File: config.mk
export PLATFORM = sky130hd
export DESIGN_NAME = supervision_and_power_modes
export DESIGN_NICKNAME = d
export VERILOG_FILES = /design/src/logic/supervisor_pkg.sv /design/src/logic/supervision_and_power_modes.sv
export VERILOG_INCLUDE_DIRS = /design/src /design/src/logic
export SDC_FILE = /design/constraint.sdc
export NUM_CORES = 1
export LEC_CHECK = 0
export BUFFER_PORTS_ARGS = -buffer_cell sky130_fd_sc_hd__buf_2
export CAP_MARGIN = 40
export CORE_AREA = 3 3 113 104
export CTS_BUF_LIST = sky130_fd_sc_hd__clkbuf_16
export CTS_CLUSTER_DIAMETER = 120
export DETAILED_ROUTE_END_ITERATION = 7
export DIE_AREA = 0 0 116 107
export GPL_TIMING_DRIVEN = 0
export HOLD_SLACK_MARGIN = 0.03
export MAX_ROUTING_LAYER = met4
export PLACE_DENSITY_LB_ADDON = 0.25
export SYNTH_ARGS = -nofsm -noshare
export SYNTH_HDL_FRONTEND = slang
export SYNTH_SLANG_ARGS = --single-unit
File: constraint.sdc
create_clock -name pclk -period 6.46 [get_ports pclk]
set_input_delay 0.323 -clock pclk [delete_from_list [all_inputs] [get_ports pclk]]
set_output_delay 0.323 -clock pclk [all_outputs]
set_load 0.01 [all_outputs]
File: src/logic/supervisor_defs.svh
// Constants for the supervision and power-mode block
`ifndef SUPERVISOR_DEFS_SVH
`define SUPERVISOR_DEFS_SVH

`define A_CTRL        12'h000
`define A_STATUS      12'h004
`define A_WDT_HI      12'h008
`define A_WDT_REL     12'h00c
`define A_POWER_CONTROL_REGISTER        12'h010
`define A_OSC_STAT    12'h014

`define B_WDT_REFRESH 0
`define B_WDT_START   1
`define B_WDT_PRE     7
`define B_IDLE_ARM    0
`define B_PD_ARM      1
`define B_SLOW        4
`define B_IDLE        5
`define B_PD          6

`define DIV6          4'h5
`define DIV16         4'hf
`define SLOW_DIV      5'h1f
`define WDT_MAX       15'h7fff
`define CLK_MHZ       50
`define STAB_US       1000
`define STAB_CYC      (`STAB_US * `CLK_MHZ)
`define OSC_WIN       8'hff

`endif

File: src/logic/supervisor_pkg.sv
// Types for the supervision and power-mode block
package supervisor_pkg;

  typedef enum logic [1:0] {
    OSC_RUN,
    OSC_FAIL,
    OSC_STAB
  } osc_state_t;

  typedef struct packed {
    logic [14:0] wdt_cnt;
    logic        wdt_run;
    logic [6:0]  wdt_rel;
    logic        wdt_pre192;
    logic        wdt_status;
    logic        refresh_arm;
    logic        idle_arm;
    logic        pd_arm;
    logic        idle;
    logic        pd;
    logic        slow;
    logic [3:0]  div12;
    logic        div2;
    logic [3:0]  div16;
    logic [4:0]  slow_div;
    osc_state_t  osc;
    logic [16:0] stab_cnt;
    logic [7:0]  win_cnt;
    logic [8:0]  main_cnt;
    logic        wake_pending;
    logic        wake_irq;
    logic        int_reset;
    logic        use_rc;
    logic        osc_en;
    logic        cpu_clk_en;
    logic        per_clk_en;
    logic [31:0] prdata;
    logic        pready;
    logic        pslverr;
  } sup_state_t;

  typedef struct packed {
    logic [1:0] main;
    logic [1:0] rc;
    logic [1:0] external_irq_zero_pin_n;
    logic [1:0] rxd;
    logic [1:0] ext_rst_n;
  } sync_t;

endpackage

File: src/logic/supervision_and_power_modes.sv
// Watchdog, oscillator supervisor and power-mode control with an APB slave
`timescale 1ns/10ps
`include "supervisor_defs.svh"

module supervision_and_power_modes (
  input  wire logic        pclk,             // System clock, 50 MHz
  input  wire logic        presetn,          // Async reset, active low
  input  wire logic        psel,             // APB select
  input  wire logic        penable,          // APB enable
  input  wire logic        pwrite,           // APB write
  input  wire logic [11:0] paddr,            // APB byte address
  input  wire logic [31:0] pwdata,           // APB write data
  output logic      [31:0] prdata,           // APB read data
  output logic             pready,           // APB ready
  output logic             pslverr,          // APB error on unmapped address
  input  wire logic        instr_step,       // One pulse per CPU instruction
  input  wire logic        periph_irq,       // Any enabled peripheral interrupt
  input  wire logic        main_osc_tick,    // Main oscillator sample, pin
  input  wire logic        rc_osc_tick,      // RC oscillator sample, pin
  input  wire logic        external_irq_zero_pin, // Wake pin, low active
  input  wire logic        can_receive_pin,  // Wake pin, low active
  input  wire logic        ext_reset_n,      // External hardware reset pin
  output logic             int_reset,        // Internal reset to core
  output logic             use_rc_clk,       // Internal clock taken from RC
  output logic             osc_enable,       // Both oscillators enabled
  output logic             cpu_clk_en,       // CPU clock enable
  output logic             per_clk_en,       // Peripheral clock enable
  output logic             wake_irq          // Power-down wake-up interrupt
);

  supervisor_pkg::sup_state_t s_q, s_d;
  supervisor_pkg::sync_t      y1_q, y2_q;
  logic                       main_prev_q, rc_prev_q;

  function automatic logic [4:0] inc5(input logic [4:0] v);
    inc5 = v + 5'h01;
  endfunction

  // Two-flop synchronisers; first stage feeds only the second
  always_ff @(posedge pclk or negedge presetn) begin
    if (!presetn) begin
      y1_q        <= '0;
      y2_q        <= '0;
      main_prev_q <= 1'b0;
      rc_prev_q   <= 1'b0;
    end else begin
      y1_q        <= {2'b00, 2'b00, 2'b00, 2'b00, 2'b00} |
                     {1'b0, main_osc_tick, 1'b0, rc_osc_tick, 1'b0, external_irq_zero_pin,
                      1'b0, can_receive_pin, 1'b0, ext_reset_n};
      y2_q        <= y1_q;
      main_prev_q <= y2_q.main[0];
      rc_prev_q   <= y2_q.rc[0];
    end
  end

  logic main_s, rc_s, external_irq_zero_pin_s, rxd_s, xrst_s;
  assign main_s = y2_q.main[0];
  assign rc_s   = y2_q.rc[0];
  assign external_irq_zero_pin_s = y2_q.external_irq_zero_pin_n[0];
  assign rxd_s  = y2_q.rxd[0];
  assign xrst_s = y2_q.ext_rst_n[0];

  logic main_edge, rc_edge;
  always_ff @(posedge pclk or negedge presetn) begin
    if (!presetn) begin
      main_edge <= 1'b0;
      rc_edge   <= 1'b0;
    end else begin
      main_edge <= main_s & ~main_prev_q;
      rc_edge   <= rc_s & ~rc_prev_q;
    end
  end

  logic wr, slow_tick, wdt_tick, ext_rst;
  assign wr = psel & penable & pwrite;
  assign ext_rst = ~xrst_s;

  always_comb begin
    s_d = s_q;
    s_d.pready  = 1'b0;
    s_d.pslverr = 1'b0;
    s_d.prdata  = '0;

    // Slow-down divides the CPU, peripheral and watchdog clocks by 32
    slow_tick = 1'b1;
    if (s_q.slow) begin
      s_d.slow_div = inc5(s_q.slow_div);
      slow_tick    = (s_q.slow_div == `SLOW_DIV);
    end
    s_d.per_clk_en = slow_tick & ~s_q.pd;
    s_d.cpu_clk_en = slow_tick & ~s_q.pd & ~s_q.idle;

    // Watchdog prescalers: /6 then /2 gives /12, the /16 stage gives /192
    wdt_tick = 1'b0;
    if (s_q.wdt_run && !s_q.idle && !s_q.pd && slow_tick) begin
      s_d.div12 = (s_q.div12 == `DIV6) ? 4'h0 : s_q.div12 + 4'h1;
      if (s_q.div12 == `DIV6) begin
        s_d.div2 = ~s_q.div2;
        if (!s_q.wdt_pre192) begin
          wdt_tick = s_q.div2;
        end else if (s_q.div2) begin
          s_d.div16 = s_q.div16 + 4'h1;
          wdt_tick  = (s_q.div16 == `DIV16);
        end
      end
    end
    if (wdt_tick) begin
      s_d.wdt_cnt = s_q.wdt_cnt + 15'h0001;
    end

    // Arming bits last one instruction only
    if (instr_step) begin
      s_d.refresh_arm = 1'b0;
      s_d.idle_arm    = 1'b0;
      s_d.pd_arm      = 1'b0;
    end

    // APB access, one wait cycle: pready is registered and rises the cycle after penable
    if (psel && penable && !s_q.pready) begin
      s_d.pready = 1'b1;
      unique case (paddr)
        `A_CTRL: begin
          if (wr) begin
            s_d.wdt_pre192 = pwdata[`B_WDT_PRE];
            if (pwdata[`B_WDT_REFRESH]) begin
              s_d.refresh_arm = 1'b1;
            end
            if (pwdata[`B_WDT_START]) begin
              s_d.wdt_run = 1'b1;
              if (s_q.refresh_arm) begin
                s_d.wdt_cnt     = {s_q.wdt_rel, 8'h00};
                s_d.refresh_arm = 1'b0;
              end
            end
          end
          s_d.prdata = {24'h0, s_q.wdt_pre192, 5'h0, s_q.wdt_run, s_q.refresh_arm};
        end
        `A_STATUS: begin
          s_d.prdata = {31'h0, s_q.wdt_status};
        end
        `A_WDT_HI: begin
          if (wr) begin
            s_d.wdt_cnt = {pwdata[6:0], s_q.wdt_cnt[7:0]};
          end
          s_d.prdata = {17'h0, s_q.wdt_cnt};
        end
        `A_WDT_REL: begin
          if (wr) begin
            s_d.wdt_rel = pwdata[6:0];
          end
          s_d.prdata = {25'h0, s_q.wdt_rel};
        end
        `A_POWER_CONTROL_REGISTER: begin
          if (wr) begin
            if (pwdata[`B_IDLE_ARM]) begin
              s_d.idle_arm = 1'b1;
            end
            if (pwdata[`B_PD_ARM]) begin
              s_d.pd_arm = 1'b1;
            end
            if (pwdata[`B_IDLE] && s_q.idle_arm) begin
              s_d.idle = 1'b1;
            end
            if (pwdata[`B_PD] && s_q.pd_arm) begin
              s_d.pd     = 1'b1;
              s_d.osc_en = 1'b0;
            end
            s_d.slow = pwdata[`B_SLOW];
          end
          s_d.prdata = {24'h0, 1'b0, s_q.pd, s_q.idle, s_q.slow, 2'b00, s_q.pd_arm, s_q.idle_arm};
        end
        `A_OSC_STAT: begin
          s_d.prdata = {28'h0, s_q.use_rc, s_q.int_reset, s_q.osc};
        end
        default: begin
          s_d.pslverr = 1'b1;
        end
      endcase
    end

    // Leaving idle on a peripheral interrupt
    if (s_q.idle && periph_irq) begin
      s_d.idle = 1'b0;
    end

    // Pin wake-up from power-down restarts oscillators
    s_d.wake_irq = 1'b0;
    if (s_q.pd && (!external_irq_zero_pin_s || !rxd_s)) begin
      s_d.pd           = 1'b0;
      s_d.osc_en       = 1'b1;
      s_d.wake_pending = 1'b1;
      s_d.osc          = supervisor_pkg::OSC_FAIL;
      s_d.use_rc       = 1'b1;
      s_d.win_cnt      = '0;
      s_d.main_cnt     = '0;
    end

    // Oscillator supervisor: compare edge counts in an RC-based window
    if (s_q.osc_en) begin
      if (main_edge) begin
        s_d.main_cnt = s_q.main_cnt + 9'h001;
      end
      if (rc_edge) begin
        s_d.win_cnt = s_q.win_cnt + 8'h01;
      end
      if (rc_edge && s_q.win_cnt == `OSC_WIN) begin
        s_d.main_cnt = '0;
        if (s_q.main_cnt <= {1'b0, `OSC_WIN}) begin
          s_d.osc       = supervisor_pkg::OSC_FAIL;
          s_d.use_rc    = 1'b1;
          s_d.int_reset = 1'b1;
        end else if (s_q.osc == supervisor_pkg::OSC_FAIL) begin
          s_d.osc      = supervisor_pkg::OSC_STAB;
          s_d.use_rc   = 1'b0;
          s_d.stab_cnt = '0;
        end
      end
    end
    if (s_q.osc == supervisor_pkg::OSC_STAB) begin
      s_d.stab_cnt = s_q.stab_cnt + 17'h00001;
      if (s_q.stab_cnt == 17'(`STAB_CYC - 1)) begin
        s_d.osc = supervisor_pkg::OSC_RUN;
        if (s_q.wake_pending) begin
          s_d.wake_irq     = 1'b1;
          s_d.wake_pending = 1'b0;
        end else begin
          s_d.int_reset = 1'b0;
        end
      end
    end

    // Watchdog overflow resets the core
    if (wdt_tick && s_q.wdt_cnt == `WDT_MAX) begin
      s_d.int_reset  = 1'b1;
      s_d.wdt_status = 1'b1;
      s_d.wdt_run    = 1'b0;
      s_d.osc        = supervisor_pkg::OSC_STAB;
      s_d.stab_cnt   = '0;
    end

    // External reset; RAM is not touched here, but the watchdog run, count and status bits and the power-mode register bits are cleared
    if (ext_rst) begin
      s_d.wdt_status  = 1'b0;
      s_d.wdt_run     = 1'b0;
      s_d.wdt_cnt     = '0;
      s_d.idle        = 1'b0;
      s_d.pd          = 1'b0;
      s_d.slow        = 1'b0;
      s_d.osc_en      = 1'b1;
      s_d.idle_arm    = 1'b0;
      s_d.pd_arm      = 1'b0;
      s_d.refresh_arm = 1'b0;
    end
  end

  // Power-on: RC drives the reset logic until main is seen running
  always_ff @(posedge pclk or negedge presetn) begin
    if (!presetn) begin
      s_q           <= '0;
      s_q.osc       <= supervisor_pkg::OSC_FAIL;
      s_q.use_rc    <= 1'b1;
      s_q.int_reset <= 1'b1;
      s_q.osc_en    <= 1'b1;
    end else begin
      s_q <= s_d;
    end
  end

  assign prdata     = s_q.prdata;
  assign pready     = s_q.pready;
  assign pslverr    = s_q.pslverr;
  assign int_reset  = s_q.int_reset;
  assign use_rc_clk = s_q.use_rc;
  assign osc_enable = s_q.osc_en;
  assign cpu_clk_en = s_q.cpu_clk_en;
  assign per_clk_en = s_q.per_clk_en;
  assign wake_irq   = s_q.wake_irq;

  a_wdt_halt: assert property (@(posedge pclk) disable iff (!presetn)
    (s_q.idle || s_q.pd) && !(psel && penable) && !ext_rst |=> $stable(s_q.wdt_cnt))
    else $error("watchdog moved while halted");

  a_wdt_overflow: assert property (@(posedge pclk) disable iff (!presetn)
    wdt_tick && s_q.wdt_cnt == `WDT_MAX && !ext_rst |=> int_reset && s_q.wdt_status)
    else $error("overflow gave no reset");

  a_run_sticky: assert property (@(posedge pclk) disable iff (!presetn)
    s_q.wdt_run && !ext_rst && !(wdt_tick && s_q.wdt_cnt == `WDT_MAX) |=> s_q.wdt_run)
    else $error("watchdog stopped");

  a_idle_gate: assert property (@(posedge pclk) disable iff (!presetn)
    s_q.idle |=> !cpu_clk_en)
    else $error("cpu clock ran in idle");

  a_pd_osc: assert property (@(posedge pclk) disable iff (!presetn)
    s_q.pd && external_irq_zero_pin_s && rxd_s && !ext_rst |=> !osc_enable)
    else $error("oscillator ran in power down");

  a_slow_div: assert property (@(posedge pclk) disable iff (!presetn)
    s_q.slow && $past(s_q.slow) && per_clk_en |=> !per_clk_en)
    else $error("slow mode did not divide");

  a_fail_reset: assert property (@(posedge pclk) disable iff (!presetn)
    s_q.osc == supervisor_pkg::OSC_FAIL && !s_q.wake_pending |-> int_reset)
    else $error("fail without reset");

  a_refresh_load: assert property (@(posedge pclk) disable iff (!presetn)
    wr && paddr == `A_CTRL && !s_q.pready && pwdata[`B_WDT_START] && s_q.refresh_arm && !ext_rst
      && !(wdt_tick && s_q.wdt_cnt == `WDT_MAX)
    |=> s_q.wdt_cnt[14:8] == $past(s_q.wdt_rel))
    else $error("refresh did not load");

endmodule

==> impl_metrics.ini <==
[clock_network]
root_buffer = clkbuf_16
clk_pin_slew_worst_paths_ns = 0.05
htree_levels = 4
clkSinkCount = 119
post-cts-setup-buffer-count = 0
numCtsBuffers = 17
cts_tree = built
clkLatencyLatePin_ns = 0.42
clock_path_buffers = 2

[global_route]
grtUsageTotal = 0.275
grt_max_degree = 65
grt_pass1_wl_mm = 25.4
antenna_found_initial = 0
grt_pass1_vias = 4997
grt_overflow = 0

[timing]
finalSetupViolCount = 0
hold_violations = 0
rsz0062_at_grt = no
worst_pin_slew_ns = 0.878
finalCritPeriodShare = 0.439
fin_skew_ns = 0.0131
slew-limit-headroom = 0.414
slew_violations = 0
tns_ns = 0
period_needed_ns = 2.84
maxClockFrequency_mhz = 352

[layout]
final_cells = 865
top_register = s_q
syn_to_final_growth_pct = 20.5
post-route-util = 0.681
nets = 785
final_cell_mix = dfrtp_1, nand2_1, buf_2
largest_reg_flops = 82
antenna_cells = 0
final_common_cell = dfrtp_1
layout-drive-gt1-share = 0.204

[setup_path]
end_kind = register
critPathArrivalTime_ns = 3.15
cp_max_fo = 10
crit_type = reg -> reg
cp.required_ns = 6.77
rrSetupSlack_ns = 3.62
worst_setup_path_start_kind = register

[synth]
ys_seq_area_frac = 0.492
synth.area.top_cells = dfrtp_1, nand2_1, buf_4
yosysWarnings = 0
synth_async_sr_flop_share = 1.00
ys_ff_latch = 119
yosys.area.top_type = dfrtp_1
syn_area_per_cell_sq_um = 9.75
ys.flop_type = dfrtp_1
syn_area_sq_um = 6060
netlist_instances = 621
synth_edf_count = 0
ys_types = 68
netlist.area_leader.share = 0.475

[die]
core_sq_um = 10700
ioPinCount = 96
die_x_um = 116
die_area_sq_um = 12400
rows = 36
initial_core_util = 0.565
die_y_um = 107

[drt]
drt_iter0_markers = 568
routed_wl_mm = 15.6
dr.pass1.iters = 6
wl_met3_mm = 1.20
via_count = 5103
viasPerCell = 5.90
wl_per_cell_um = 18.0
highest_layer = met4
wl_met1_mm = 6.84
wl_met2_mm = 7.30
ant_nets = 0
drc = 0

[flow_run]
max-cap-violations = 0

[placement]
dp.final_hpwl_mm = 11.2
port_buffers = 53
place_inst = 827
gp_congestion = 0.881

[power]
peakVddDrop_uv = 240
p_per_area_nw_per_um2 = 261
p_leak_nw = 3.34

[worst_hold_path]
hold_path.class = in -> reg

[run_status]
run_status = finished clean
report_power, final:
part	leakage, nW	switching [W]	internal (W)
logic	1.43	0.0000585	0.0000382
registers	1.59	0.0000214	0.000767
clock network	0.315	0.000344	0.000680
total	3.34	0.000424	0.00148
per-stage QoR:
step | area [sq um] | hold slack (ns) | total power [W] | setup slack [ns]
floorplan | 6120 | 0.0274 | 0.000845 | 3.89
detailed placement | 6600 | 0.311 | 0.000894 | 3.62
global placement | 6550 | 0.332 | 0.000884 | 3.35
finish | 7300 | 0.145 | 0.00191 | 3.62
global route | 7300 | 0.146 | 0.00197 | 3.38
CTS | 7300 | 0.135 | 0.00192 | 3.63
cell families after synthesis:
logic type                 count (synthesis)  synth area share
xor gates and xnor gates                  26            0.0376
and+or+nand+nor                          255             0.216
DFF                                      119             0.492
muxes                                     15            0.0273
buffers and inverters                     72            0.0671
other                                      1          0.000619
AOI/OAI and AO/OA                        123             0.138
adders and majority gates                 10            0.0207
worst max-delay path, stage by stage (launching register included):
cell and delay, ns:
dfrtp_1 0.40, ha_1 0.21, and3_1 0.18, ha_1 0.17
nor2b_1 0.45, a2111o_1 0.25, or3_1 0.15, buf_6 0.14
and2_4 0.19, clkbuf_1 0.34, o21ai_0 0.15, o31ai_1 0.09
layout make-up:
cell class / count / area, sq um
fillers: 859 / 3420
flip-flops and latches: 119 / 2980
multi-input cells: 446 / 2730
clock buffers: 17 / 425
repair buffers: 63 / 380
plain buffers: 48 / 317
clock inverters: 15 / 211
well taps: 133 / 166
inverters: 24 / 90.1
synthesized netlist by cell type (6+ instances only):
cell type  instances
xor2_1            13
nor2_1            53
nand2_1           65
o31ai_1            6
and4_1             7
xnor2_1           13
and2_1             9
mux2_2            12
clkbuf_1          13
nor4_1             7
dfrtp_1          115
nor3_1            10
inv_1             22
a222oi_1           6
and3_1            21
or3_1              6
nand3_1           40
nand4_1           13
a21oi_1           22
ha_1              10
buf_4             32
o21ai_0           35
layer usage:
metal / global-route usage / up-vias
met5: - / -
met4: 0.0812 / 0
met3: 0.0711 / 21
met2: 0.422 / 203
met1: 0.364 / 2484
li1: - / 2395
final timing paths:
check                                            to                start  cells past startpoint
worst max register to register  s_q[70]$_DFFE_PN0P_  s_q[77]$_DFFE_PN0P_                     11
worst max-delay path            s_q[70]$_DFFE_PN0P_  s_q[77]$_DFFE_PN0P_                     11
worst min-delay path            s_q[98]$_DFFE_PN0P_            pwdata[7]                      2
min in group asynchronous       s_q[85]$_DFFE_PN0P_              presetn                      2
max in group asynchronous         s_q[75]$_DFF_PN1_              presetn                      3
worst min register to register     xrst_s$_DFF_PN0_    y1_q[0]$_DFF_PN0_                      0
what timing repair did:
item,CTS,global route
hold buffers,6,0
hold endpoints to repair,59,0
gates resized for setup,0,0
Power figures use the tool's default switching activity.
